===== config.mk =====
export PLATFORM = sky130hd
export DESIGN_NAME = audio_smi_second_level_status
export DESIGN_NICKNAME = d
export VERILOG_FILES = /design/src/audio_smi_pkg.sv /design/src/audio_smi_second_level_status.sv
export SDC_FILE = /design/constraint.sdc
export NUM_CORES = 1
export LEC_CHECK = 0
export BUFFER_PORTS_ARGS = -buffer_cell sky130_fd_sc_hd__buf_2
export CAP_MARGIN = 10
export CORE_UTILIZATION = 47
export CTS_CLUSTER_SIZE = 8
export DETAILED_ROUTE_END_ITERATION = 16
export PLACE_DENSITY = 0.82
export SKIP_CTS_REPAIR_TIMING = 1
export SYNTH_ARGS = -nofsm -noshare
export SYNTH_HDL_FRONTEND = slang
export SYNTH_SLANG_ARGS = --single-unit

===== constraint.sdc =====
create_clock -name clk -period 2.1 [get_ports clk]
set_input_delay 0.21 -clock clk [delete_from_list [all_inputs] [get_ports clk]]
set_output_delay 0.21 -clock clk [all_outputs]
set_load 0.02 [all_outputs]

===== src/audio_smi_pkg.sv =====
// constants and types for the audio smi second-level status block
// How it works
// - bits 15 to 8 of both status views always read zero
// - bit 7 sets on engine 5 end-of-page rise while engine 5 enabled
// - bit 6 sets on engine 4 end-of-page rise while engine 4 enabled
// - bit 5 sets on engine 3 end-of-page rise while engine 3 enabled
// - bit 4 sets on engine 2 end-of-page rise while engine 2 enabled
// - bit 3 sets on engine 1 end-of-page rise while engine 1 enabled
// - bit 2 sets on engine 0 end-of-page rise while engine 0 enabled
// - bit 1 sets on enabled codec serial or codec pin interrupt
// - bit 0 sets on an io trap; detail sits in third-level register
// - engine bit clears only once its end-of-page bit is already clear
// - mirror at 12h reads status without changing status or smi
// - any set status bit shows in the top-level status bit
// - reading 10h clears status bits and the top-level bit with them
// - trap bit clears only after third-level trap status is clear
package audio_smi_pkg;
  localparam int ENGINES = 6;
  localparam int STAT_W = 16;
  localparam int ADDR_W = 8;
  localparam logic [7:0] OFS_STATUS_CLR = 8'h10;
  localparam logic [7:0] OFS_STATUS_MIRROR = 8'h12;
  localparam logic [7:0] OFS_TRAP_THIRD = 8'h14;
  localparam logic [15:0] STATUS_RESET = 16'h0000;
  localparam logic [15:0] USED_MASK = 16'h00ff;
  localparam int BIT_TRAP = 0;
  localparam int BIT_CODEC = 1;
  localparam int BIT_ENGINE0 = 2;
  localparam logic [5:0] ENGINE_RESET = 6'h00;

  typedef struct packed {
    logic [5:0] enable;
    logic [5:0] end_of_page;
  } engine_src_t;

  typedef struct packed {
    logic serial_int;
    logic serial_int_en;
    logic pin_int;
    logic pin_int_en;
  } codec_src_t;

  typedef struct packed {
    logic event_pulse;
    logic third_level_set;
  } trap_src_t;

  typedef struct packed {
    logic rd_en;
    logic [7:0] rd_addr;
  } rd_req_t;

  typedef struct packed {
    logic rd_valid;
    logic [15:0] rd_data;
  } rd_rsp_t;
endpackage : audio_smi_pkg


===== src/audio_smi_second_level_status.sv =====
// audio_smi_second_level_status status with clear-on-read and mirror views
`timescale 1ns/1ns
module audio_smi_second_level_status (
  input wire logic clk,
  input wire logic reset,
  input wire audio_smi_pkg::engine_src_t engine,
  input wire audio_smi_pkg::codec_src_t codec,
  input wire audio_smi_pkg::trap_src_t trap,
  input wire audio_smi_pkg::rd_req_t req,
  output audio_smi_pkg::rd_rsp_t rsp,
  output logic top_level_status,
  output logic smi_req
);
  logic [15:0] status_r;
  logic [15:0] status_nxt;
  logic [5:0] eop_prev_r;
  logic [5:0] eop_prev_nxt;
  logic codec_prev_r;
  logic codec_prev_nxt;
  audio_smi_pkg::rd_rsp_t rsp_r;
  audio_smi_pkg::rd_rsp_t rsp_nxt;
  logic [15:0] set_vec;
  logic [15:0] clr_vec;
  logic [5:0] engine_rise;
  logic codec_level;
  logic rd_clr;
  logic rd_mirror;
  logic top_r;
  logic top_nxt;
  logic smi_r;
  logic smi_nxt;

  // event detection
  always_comb begin
    engine_rise = engine.end_of_page & ~eop_prev_r & engine.enable;
    codec_level = (codec.serial_int & codec.serial_int_en) |
                  (codec.pin_int & codec.pin_int_en);
    set_vec = 16'h0000;
    for (int i = 0; i < audio_smi_pkg::ENGINES; i++) begin
      set_vec[audio_smi_pkg::BIT_ENGINE0 + i] = engine_rise[i];
    end
    set_vec[audio_smi_pkg::BIT_CODEC] = codec_level & ~codec_prev_r;
    set_vec[audio_smi_pkg::BIT_TRAP] = trap.event_pulse;
  end

  // edge history of the level sources
  always_comb begin
    eop_prev_nxt = engine.end_of_page;
    codec_prev_nxt = codec_level;
  end

  always_ff @(posedge clk) begin
    if (reset) begin
      eop_prev_r <= audio_smi_pkg::ENGINE_RESET;
      codec_prev_r <= 1'b0;
    end else begin
      eop_prev_r <= eop_prev_nxt;
      codec_prev_r <= codec_prev_nxt;
    end
  end

  // read decode and clear mask
  always_comb begin
    rd_clr = req.rd_en && (req.rd_addr == audio_smi_pkg::OFS_STATUS_CLR);
    rd_mirror = req.rd_en &&
                (req.rd_addr == audio_smi_pkg::OFS_STATUS_MIRROR);
    clr_vec = 16'h0000;
    if (rd_clr) begin
      clr_vec = audio_smi_pkg::USED_MASK;
      for (int i = 0; i < audio_smi_pkg::ENGINES; i++) begin
        if (engine.end_of_page[i]) begin
          clr_vec[audio_smi_pkg::BIT_ENGINE0 + i] = 1'b0;
        end
      end
      if (trap.third_level_set) begin
        clr_vec[audio_smi_pkg::BIT_TRAP] = 1'b0;
      end
    end
  end

  // status next value, set wins over clear
  always_comb begin
    status_nxt = ((status_r & ~clr_vec) | set_vec) &
                 audio_smi_pkg::USED_MASK;
    top_nxt = |status_nxt;
    smi_nxt = |status_nxt;
  end

  always_ff @(posedge clk) begin
    if (reset) begin
      status_r <= audio_smi_pkg::STATUS_RESET;
      top_r <= 1'b0;
      smi_r <= 1'b0;
    end else begin
      status_r <= status_nxt;
      top_r <= top_nxt;
      smi_r <= smi_nxt;
    end
  end

  // read response, data taken before the clear lands
  always_comb begin
    rsp_nxt.rd_valid = req.rd_en;
    rsp_nxt.rd_data = 16'h0000;
    if (rd_clr || rd_mirror) begin
      rsp_nxt.rd_data = status_r & audio_smi_pkg::USED_MASK;
    end
  end

  always_ff @(posedge clk) begin
    if (reset) begin
      rsp_r <= '0;
    end else begin
      rsp_r <= rsp_nxt;
    end
  end

  assign rsp = rsp_r;
  assign top_level_status = top_r;
  assign smi_req = smi_r;
endmodule : audio_smi_second_level_status


# ---- After elaboration in Yosys (flattened, before gate mapping)
# Cells that the tools add are included.
dict set report totals {
  input_bits 29
  register_bits 33
  out_inout_bits 19
  elab_cells 34
}
dict set report op_classes {
  n_eq_ne 2
  n_mux 8
  reduce_logical 5
  bitwise 12
}
# operator n
set ops {}
lappend ops {{$eq 8x5->1 const B} 2}
lappend ops {{$and 6x6->6} 2}
lappend ops {{$and 8x8->8} 1}
lappend ops {{$mux 8} 1}
lappend ops {{$not 8->8} 1}
lappend ops {{$or 8x8->8} 1}
lappend ops {{$reduce_or 8->1} 1}
lappend ops {{$mux 1} 7}
lappend ops {{$not 6->6} 1}
lappend ops {{$and 1x1->1} 3}
lappend ops {{$logic_and 1x1->1} 2}
lappend ops {{$not 1->1} 2}
lappend ops {{$reduce_or 2->1} 1}
lappend ops {{$logic_or 1x1->1} 1}
lappend ops {{$or 1x1->1} 1}

# ---- Logic depth before layout (Yosys ltp)
# Gate-level depths: netlist (run 1).
dict set report logic_depth {
  depth_word 7
  mapped_depth 5
  ltp_nobuf 5
}

# ---- Worst setup path before layout (run 1)
# No wires, ideal clock.
dict set report synth_timing {
  path_kind {input port to flip-flop}
  from {in req[6] (netlist name)}
  to {reg smi_r (netlist: smi_req)}
  arrival_time_ns 1.111
  stages 5
  slack_ns 0.850
  setup_ns 0.139
  t_required_ns 1.961
  n_path_buf 0
  path_cell_list {nor4b_4 nand3b_4 a21boi_1 nor3b_2 a41oi_1}
}
dict set report synth_via {
  elab_chain_cells 7
}
# element line_no
set synth_lines {}
lappend synth_lines {{start: declaration} audio_smi_second_level_status.sv:9} ;# input wire audio_smi_pkg::rd_req_t req,
lappend synth_lines {{$eq 8x5->1} audio_smi_second_level_status.sv:64} ;# rd_clr = req.rd_en && (req.rd_addr == audio_smi_pkg::OFS_STATUS_CLR);
lappend synth_lines {{$logic_and 1x1->1} audio_smi_second_level_status.sv:64}
lappend synth_lines {{$mux 8} audio_smi_second_level_status.sv:68} ;# if (rd_clr) begin
lappend synth_lines {{$not 8->8} audio_smi_second_level_status.sv:83} ;# status_nxt = ((status_r & ~clr_vec) | set_vec) &
lappend synth_lines {{$and 8x8->8} audio_smi_second_level_status.sv:83}
lappend synth_lines {{$or 8x8->8} audio_smi_second_level_status.sv:83}
lappend synth_lines {{$reduce_or 8->1} audio_smi_second_level_status.sv:86} ;# smi_nxt = |status_nxt;
lappend synth_lines {{end signal: assignment} audio_smi_second_level_status.sv:97} ;# smi_r <= smi_nxt;
lappend synth_lines {{end: declaration} audio_smi_second_level_status.sv:30} ;# logic smi_r;
# No other way between the ends.
# A chain may end at the register's enable or synchronous reset.

# ---- Final worst setup path (run 1)
dict set report layout_timing {
  from {reg status_r[7]}
  to {reg smi_r (netlist: smi_req)}
}
dict set report layout_via {
  elab_chain_cells 3
}
# element line_no
set layout_lines {}
lappend layout_lines {{start: declaration} audio_smi_second_level_status.sv:14} ;# logic [15:0] status_r;
lappend layout_lines {{start signal: assignment} audio_smi_second_level_status.sv:91} ;# status_r <= audio_smi_pkg::STATUS_RESET;
lappend layout_lines {{start signal: assignment} audio_smi_second_level_status.sv:95} ;# status_r <= status_nxt;
lappend layout_lines {{$and 8x8->8} audio_smi_second_level_status.sv:83}
lappend layout_lines {{$or 8x8->8} audio_smi_second_level_status.sv:83}
lappend layout_lines {{$reduce_or 8->1} audio_smi_second_level_status.sv:86}
# No other way between the ends.

==> run summary, run 1 <==
reg2reg setup slack - 0.91 ns
Leakage - 0.582 nW
CP required - 2.29 ns
Area growth syn-to-layout - 21.6%
Die H - 47.2 um
Ys Warns - 0
PnR worst setup slack - 0.915 ns
# Max-Cap Violations - 0
GRT Util Overall - 0.162
mapped cell area - 961 um^2
Clock Path Buffers - 2
Port-buffer cells - 39
FP Rows - 15
DPL Wire Length - 1270 um
CTS Buf Count - 3
Place WS - 0.621 ns
clk slew on worst S/H paths - 0.13 ns
Layout fillers - 159
post-DR wirelength/cell - 10.2 um
number of DRC markers in iteration 0 - 12
ANT nets after route - 0
Final Critical Period - 1.19 ns
final hold vios - 0
total power - 822 uW
Worst-Skew Late Latency - 0.31 ns
Initial Utilization - 0.528
register area share after synthesis - 0.521
worst-path cell chain - o21ai_0 -> nand4_1 -> nor3b_2 -> a41oi_1
Tcrit/Tclk final - 0.564
gpl congestion - 0.811
DRC viols - 0
die width - 47.2 um
# diodes - 0
register bit total from synthesis - 25
ys async rst share - 0
final hold slack - 0.114 ns
final instance area - 1170 um^2
final setup violating endpoints - 0
Vias - 745
setup TNS - 0 ns
GRT overflow - 0
largest net degree at the start of global routing - 19
Synth area leader - dfxtp_1
maximum VDD drop - 0.000461 V
Finished Layout Cells - 160
Mapped Cells - 96
CP Max Fanout - 4
die area - 2230 um^2
Net count, final - 165
first-pass GRT wire length - 2480 um
Clock Sinks - 25
Setup Skew - 0.00336 ns
core area - 1820 um^2
Netlist cell types - 22
dpl cells - 156
CTS tree - built
top-count cell post-synth - dfxtp_1
Final Util - 0.642
PD cells - 703 nW/um^2
Mean Syn Cell Area - 10.0 um^2
worst min-delay path category - in2reg
Placed Area - 1140 um^2
critical path's largest stage delay - 0.36 ns
drt first pass iters - 4
top cells by count, synth - dfxtp_1 (25), nor2b_1 (12), buf_4 (9), nor2_1 (9), and2_1 (8)
Synth top area share - 0.521
I/O pin cnt - 48
crit start category - register
Arr. time, crit path - 1.38 ns
vias per cell - 4.66
RSZ-0062 raised after global routing - false
EDFF count, synth - 0
CP Capture Type - register
Synth area leaders - dfxtp_1 (52%), nor2b_1 (7.8%), buf_4 (7.0%)
CP max-delay cell - dfxtp_1
dominant synthesized flop cell - dfxtp_1
layout cells sized above 1 - 0.356
CTS root buf - clkbuf_4
Max Freq - 844 MHz
depth of the CTS H-tree - 1
Max Transition Viols Final - 0
final wirelength - 1640 um
initial antenna violation count - 0
status - completed
kind of critical path - reg2reg
vias in the first global route - 655
-- sequential cells by signal, indices dropped and copies added (netlist names) --
register and cells:
smi_req 1, eop_prev_r 6, rsp 9, status_r 8, codec_prev_r 1
-- area by class of cell --
class | count | area (um^2) | share of cell area
Tap cell | 25 | 31.3 | 0.0268
Clock buffer | 3 | 22.5 | 0.0193
Sequential cell | 25 | 500 | 0.428
Multi-Input combinational cell | 65 | 404 | 0.346
Timing Repair Buffer | 39 | 195 | 0.167
Inverter | 2 | 7.51 | 0.00642
Clock inverter | 1 | 7.51 | 0.00642
-- path summary, 6_finish.rpt --
check	cells past startpoint	to	start
min reg2reg	1	rsp[0]$_SDFF_PP0_	status_r[0]$_SDFF_PP0_
max	4	smi_req$_SDFF_PP0_	status_r[7]$_SDFF_PP0_
max reg2reg	4	smi_req$_SDFF_PP0_	status_r[7]$_SDFF_PP0_
min	2	eop_prev_r[5]$_SDFF_PP0_	engine[5]
-- power by group --
part | internal [mW] | switching, mW
Sequential | 0.496 | 0.0112
Combinational | 0.0476 | 0.0568
Clock | 0.0725 | 0.138
Total | 0.616 | 0.206
-- worst max-delay path: cells and delay by family, from the launching register on --
family	cells	cell delay (ns)
DFF	1	0.36
AOI/OAI and AO/OA	2	0.37
and+or+nand+nor	2	0.34
-- layer usage --
| metal | part of all wire | up-vias | track usage |
|---|---|---|---|
| li1 | - | 377 | - |
| met1 | 0.44 | 333 | 0.180 |
| met2 | 0.49 | 33 | 0.283 |
| met3 | 0.061 | 2 | 0.0385 |
| met4 | 0.0079 | 0 | 0.0857 |
| met5 | 0 | - | 0 |
-- cells by family (layout without fill, tap and decap cells) --
logic type,count (synthesis),in the layout,share of synthesized area
AO/OA/AOI/OAI,17,17,0.108
buffers and inverters,13,45,0.0859
flip-flops,25,25,0.521
other,1,8,0.00390
AND/OR/NAND/NOR,40,40,0.281
-- cells in the final DEF, fill, tap and decap left out, drive strengths merged, types with 2 or more instances in the layout --
master / Yosys / routed
buf: 9 / 39
dfxtp: 25 / 25
nor2b: 12 / 12
nor2: 9 / 9
and2: 8 / 8
conb: 1 / 8
o21ai: 6 / 6
a21oi: 5 / 5
nand2: 4 / 4
clkbuf: 2 / 3
nor4b: 2 / 2
inv: 2 / 2
nor3: 2 / 2
a21boi: 2 / 2
Power figures use the tool's default switching activity.
==> run 2: changes to the inputs <==
--- a/config.mk
+++ b/config.mk
@@ -7,10 +7,10 @@
 export LEC_CHECK = 0
 export BUFFER_PORTS_ARGS = -buffer_cell sky130_fd_sc_hd__buf_2
 export CAP_MARGIN = 10
-export CORE_UTILIZATION = 47
+export CORE_UTILIZATION = 44
 export CTS_CLUSTER_SIZE = 8
 export DETAILED_ROUTE_END_ITERATION = 16
-export PLACE_DENSITY = 0.82
+export PLACE_DENSITY = 0.77
 export SKIP_CTS_REPAIR_TIMING = 1
 export SYNTH_ARGS = -nofsm -noshare
 export SYNTH_HDL_FRONTEND = slang
==> constraint.sdc (replaced) <==
create_clock -name clk -period 1.1 [get_ports clk]
set_input_delay 0.11 -clock clk [delete_from_list [all_inputs] [get_ports clk]]
set_output_delay 0.11 -clock clk [all_outputs]
set_load 0.02 [all_outputs]
==> run 2 against run 1 <==
  * Non-clock buffer count up 5
  * Critical path type unchanged
  * Largest power group unchanged
  * Register-to-register slack worse by 0.89 ns
  * Power up 94%
==> run summary, run 2 (same netlist as run 1, synthesis figures left out) <==
CP required - 1.29 ns (-1.00 ns)
kind of critical path - reg2reg
Tcrit/Tclk final - 0.977 (+0.413)
Port-buffer cells - 39 (unchanged)
Die H - 48.7 um (+3.2%)
total power - 1.59 mW (+94%)
post-DR wirelength/cell - 10.1 um (-1.2%)
Leakage - 0.619 nW (+6.5%)
clk slew on worst S/H paths - 0.13 ns (about the same)
dpl cells - 163 (+4.5%)
DRC viols - 0 (unchanged)
CTS Buf Count - 3 (unchanged)
final hold vios - 0 (unchanged)
DPL Wire Length - 1350 um (+6.3%)
layout cells sized above 1 - 0.443 (+0.0873)
Area growth syn-to-layout - 29.0%
RSZ-0062 raised after global routing - true
Setup Skew - 0.00465 ns (+0.00129 ns)
# Max-Cap Violations - 0 (unchanged)
Worst-Skew Late Latency - 0.31 ns (about the same)
Finished Layout Cells - 167 (+4.4%)
crit start category - register
final wirelength - 1690 um (+3.2%)
worst-path cell chain - o21ai_2 -> nand4_1 -> nor3b_2 -> a41oi_1
gpl congestion - 0.811 (about the same)
core area - 2000 um^2 (+10%)
CP Max Fanout - 4 (unchanged)
max reg flops - 9 (unchanged)
worst min-delay path category - in2reg
Vias - 750 (+0.67%)
PD cells - 1280 nW/um^2 (+83%)
Max Transition Viols Final - 0 (unchanged)
die area - 2370 um^2 (+6.5%)
FP Rows - 16 (+1)
largest net degree at the start of global routing - 15 (-4)
die width - 48.7 um (+3.2%)
number of DRC markers in iteration 0 - 7 (-5)
Final Critical Period - 1.07 ns (-0.111 ns)
Net count, final - 170 (+3.0%)
status - completed
depth of the CTS H-tree - 1 (unchanged)
CP max-delay cell - dfxtp_2
Max Freq - 931 MHz (+10%)
# diodes - 0 (unchanged)
critical path's largest stage delay - 0.38 ns (+0.02 ns)
Placed Area - 1180 um^2 (+3.8%)
ANT nets after route - 0 (unchanged)
most common cell after layout, fill and taps aside - buf_2
Clock Sinks - 25 (unchanged)
CP Capture Type - register
vias in the first global route - 730 (+11%)
GRT Util Overall - 0.154 (-0.00783)
GRT overflow - 0 (unchanged)
maximum VDD drop - 0.000836 V (+81%)
most frequent cells in the layout - buf_2 (39), dfxtp_1 (23), nor2b_1 (10)
final instance area - 1240 um^2 (+6.1%)
drt first pass iters - 4 (unchanged)
Initial Utilization - 0.480 (-0.0478)
CTS tree - built
I/O pin cnt - 48 (unchanged)
cell depth of the worst flop-to-flop path - 4 (unchanged)
Clock Path Buffers - 2 (unchanged)
vias per cell - 4.49 (-3.5%)
first-pass GRT wire length - 2860 um (+15%)
Arr. time, crit path - 1.27 ns (-0.11 ns)
hold depth - 3 (+1)
initial antenna violation count - 0 (unchanged)
CTS root buf - clkbuf_4
final setup violating endpoints - 0 (unchanged)
reg2reg setup slack - 0.03 ns (-0.89 ns)
-- run 2: cell count changes in the layout (fill, tap and decap cells not counted), sizes merged --
cell / before / now
clkinv: 0 / 1
clkinvlp: 1 / 0
buf: 39 / 44
-- run 2: cell type report --
class                           instances  area, um^2
Multi-Input combinational cell         65         435
Clock buffer                            3        22.5
Inverter                                2        7.51
Clock inverter                          1        5.00
Timing Repair Buffer                   44         233
Sequential cell                        25         503
Tap cell                               27        33.8
Fill cell                             175         762
-- run 2: critical path: cells and delay by family, from the launching register on --
kind               cells  cell delay (ns)
DFF                    1             0.38
and+or+nand+nor        2             0.30
AOI/OAI and AO/OA      2             0.29
-- run 2: final timing paths --
path,to,startpoint
worst min-delay path,status_r[0]$_SDFF_PP0_,trap[1]
worst max-delay path,smi_req$_SDFF_PP0_,status_r[7]$_SDFF_PP0_
worst max register to register,smi_req$_SDFF_PP0_,status_r[7]$_SDFF_PP0_
worst min register to register,rsp[1]$_SDFF_PP0_,status_r[1]$_SDFF_PP0_
-- run 2: per-layer routing --
metal / track usage / vias up / wire (um)
met5: 0 / - / 0
met4: 0.0686 / 0 / 0
met3: 0.0346 / 0 / 99
met2: 0.245 / 20 / 851
met1: 0.197 / 340 / 739
li1: - / 390 / -
-- run 2: metrics by stage --
step | hold slack [ns] | util | setup TNS (ns) | worst slack, ns
after global placement | 0.332 | 0.591 | -0.315 | -0.190
after detailed placement | 0.341 | 0.591 | -0.730 | -0.252
after floorplan | 0.238 | - | -0.0449 | -0.0449
after CTS | 0.0131 | 0.604 | -0.105 | -0.105
final | 0.0187 | 0.619 | 0 | 0.0253
after global routing | 0.00381 | 0.619 | -0.0594 | -0.0594
-- run 2: report_power, final --
group          switching [mW]  total (mW)  internal (mW)  leakage (nW)
registers              0.0240       0.972          0.948         0.206
logic                   0.119       0.231          0.112         0.395
clock network           0.254       0.389          0.136        0.0177
total                   0.397        1.59           1.20         0.619
==> run 3: changes to the inputs <==
--- a/config.mk
+++ b/config.mk
@@ -8,6 +8,7 @@
 export BUFFER_PORTS_ARGS = -buffer_cell sky130_fd_sc_hd__buf_2
 export CAP_MARGIN = 10
 export CORE_UTILIZATION = 44
+export CTS_BUF_LIST = sky130_fd_sc_hd__clkbuf_16
 export CTS_CLUSTER_SIZE = 8
 export DETAILED_ROUTE_END_ITERATION = 16
 export PLACE_DENSITY = 0.77
@@ -15,3 +16,4 @@
 export SYNTH_ARGS = -nofsm -noshare
 export SYNTH_HDL_FRONTEND = slang
 export SYNTH_SLANG_ARGS = --single-unit
+export TNS_END_PERCENT = 1
==> constraint.sdc (replaced) <==
create_clock -name clk -period 1 [get_ports clk]
set_input_delay 0.1 -clock clk [delete_from_list [all_inputs] [get_ports clk]]
set_output_delay 0.1 -clock clk [all_outputs]
set_load 0.02 [all_outputs]
==> run 3 against run 2 <==
  * The run now ends with setup timing left
  * Clock power up 120%
  * Sequential cell count is the same
  * Die area unchanged
  * Critical path depth unchanged
  * Core utilization up 3.0 points
  * Sequential power increased by 10%
  * Via count grew 3.6%
  * Critical endpoint unchanged
  * Largest cell class unchanged
  * Highest routed layer is now met4
==> run summary, run 3 (same netlist as run 1, synthesis figures left out) <==
# Max-Cap Violations - 0 (unchanged)
gpl congestion - 0.811 (unchanged)
Final Critical Period - 1.14 ns (+0.0615 ns)
final hold vios - 0 (unchanged)
CP required - 1.12 ns (-0.17 ns)
CP max-delay cell - dfxtp_2
Worst-Skew Late Latency - 0.25 ns (-0.06 ns)
delay-heaviest family, CP - simple AND/OR/NAND/NOR gates
Clock Path Buffers - 2 (unchanged)
depth of the CTS H-tree - 1 (unchanged)
die width - 48.7 um (unchanged)
final wirelength - 1800 um (+6.6%)
DPL Wire Length - 1350 um (unchanged)
kind of critical path - reg2reg
cell depth of the worst flop-to-flop path - 4 (unchanged)
Buf/Inv on CP - 0 (unchanged)
PnR worst setup slack - -0.136 ns (-0.162 ns)
Die H - 48.7 um (unchanged)
CTS Buf Count - 3 (unchanged)
ANT nets after route - 0 (unchanged)
most frequent cells in the layout - buf_2 (39), dfxtp_1 (23), nor2b_1 (10)
die area - 2370 um^2 (unchanged)
first-pass GRT wire length - 2850 um (-0.49%)
status - finished, violations left
vias in the first global route - 728 (-0.27%)
largest net degree at the start of global routing - 15 (unchanged)
RSZ-0062 raised after global routing - true
max reg flops - 9 (unchanged)
worst min-delay path category - in2reg
PD cells - 1680 nW/um^2 (+31%)
drt first pass iters - 4 (unchanged)
GRT Util Overall - 0.153 (-0.000563)
number of DRC markers in iteration 0 - 6 (-1)
Clock Sinks - 25 (unchanged)
FP Rows - 16 (unchanged)
core area - 2000 um^2 (unchanged)
layout cells sized above 1 - 0.447 (+0.00395)
vias per cell - 4.63 (+3.0%)
Max Transition Viols Final - 0 (unchanged)
Arr. time, crit path - 1.26 ns (about the same)
GRT overflow - 0 (unchanged)
final hold slack - 0.0771 ns (+0.0583 ns)
reg2reg setup slack - -0.14 ns (-0.16 ns)
r2r endpoint - smi_req$_SDFF_PP0_
CTS tree - built
worst-path cell chain - o21ai_2 -> nand4_1 -> nor3b_2 -> a41oi_1
Max Freq - 880 MHz (-5.4%)
critical path's largest stage delay - 0.35 ns (-0.03 ns)
CTS root buf - clkbuf_16
Vias - 777 (+3.6%)
Final Util - 0.649 (+0.0300)
final setup violating endpoints - 1 (+1)
Area growth syn-to-layout - 35.3%
Tcrit/Tclk final - 1.14 (+0.159)
Port-buffer cells - 39 (unchanged)
DRC viols - 0 (unchanged)
post-DR wirelength/cell - 10.7 um (+6.0%)
Leakage - 0.648 nW (+4.6%)
crit start category - register
initial antenna violation count - 0 (unchanged)
min-delay src - trap[1]
Initial Utilization - 0.480 (unchanged)
# diodes - 0 (unchanged)
Setup Skew - 0.00409 ns (-0.000555 ns)
violated checks - setup timing
CP Max Fanout - 4 (unchanged)
hold depth - 3 (unchanged)
maximum VDD drop - 0.00102 V (+22%)
FF-to-FF Start - status_r[7]$_SDFF_PP0_
Hold Path End - status_r[0]$_SDFF_PP0_
Net count, final - 171 (+0.59%)
clk slew on worst S/H paths - 0.06 ns (-0.07 ns)
most common cell after layout, fill and taps aside - buf_2
CP Capture Type - register
I/O pin cnt - 48 (unchanged)
[run 3: changes by cell type in the layout (fill, tap and decap cells not counted), sizes merged]
| cell | previous run | this run |
|---|---|---|
| buf | 44 | 45 |
[run 3: per-stage QoR]
stage	std cells	power (mW)	setup slack (ns)	TNS (ns)	cell area (um^2)
CTS	167	2.17	-0.194	-0.194	1260
global route	168	2.27	-0.217	-0.273	1300
finish	168	2.18	-0.136	-0.136	1300
global placement	163	1.32	-0.280	-1.47	1180
detailed placement	163	1.32	-0.342	-2.20	1180
floorplan	103	1.25	-0.135	-0.161	991
[run 3: area by class of cell]
cell class                      count  area [um^2]
Inverter                            2         7.51
Sequential cell                    25          503
Tap cell                           27         33.8
Multi-Input combinational cell     65          435
Clock inverter                      1         5.00
Timing Repair Buffer               45          240
Fill cell                         170          702
Clock buffer                        3         75.1
[run 3: report_power, final]
group          internal, mW  switching, mW
Combinational         0.124          0.137
Clock                 0.537          0.313
Sequential             1.04         0.0266
Total                  1.70          0.476
[run 3: how the worst max path moves through the flow]
stage,cells after the start,slack (ns),startpoint,to
after floorplan,5,-0.13,req[7],smi_req$_SDFF_PP0_
after CTS,5,-0.19,eop_prev_r[4]$_SDFF_PP0_,smi_req$_SDFF_PP0_
after detailed placement,6,-0.34,req[7],smi_req$_SDFF_PP0_
final,4,-0.14,status_r[7]$_SDFF_PP0_,smi_req$_SDFF_PP0_
after global placement,6,-0.28,req[7],smi_req$_SDFF_PP0_
after global routing,5,-0.22,eop_prev_r[3]$_SDFF_PP0_,smi_req$_SDFF_PP0_
[run 3: worst reg2reg max path, stage by stage, from the launching register on]
cell and delay (ns):
dfxtp_2 0.35, o21ai_2 0.17, nand4_1 0.16, nor3b_2 0.20, a41oi_1 0.12
[run 3: metal layers]
metal  track usage  part of all wire  up-vias
met5             0                 0        -
met4        0.0833             0.014        0
met3        0.0252             0.066        4
met2         0.252              0.50       26
met1         0.190              0.42      354
li1              -                 -      393
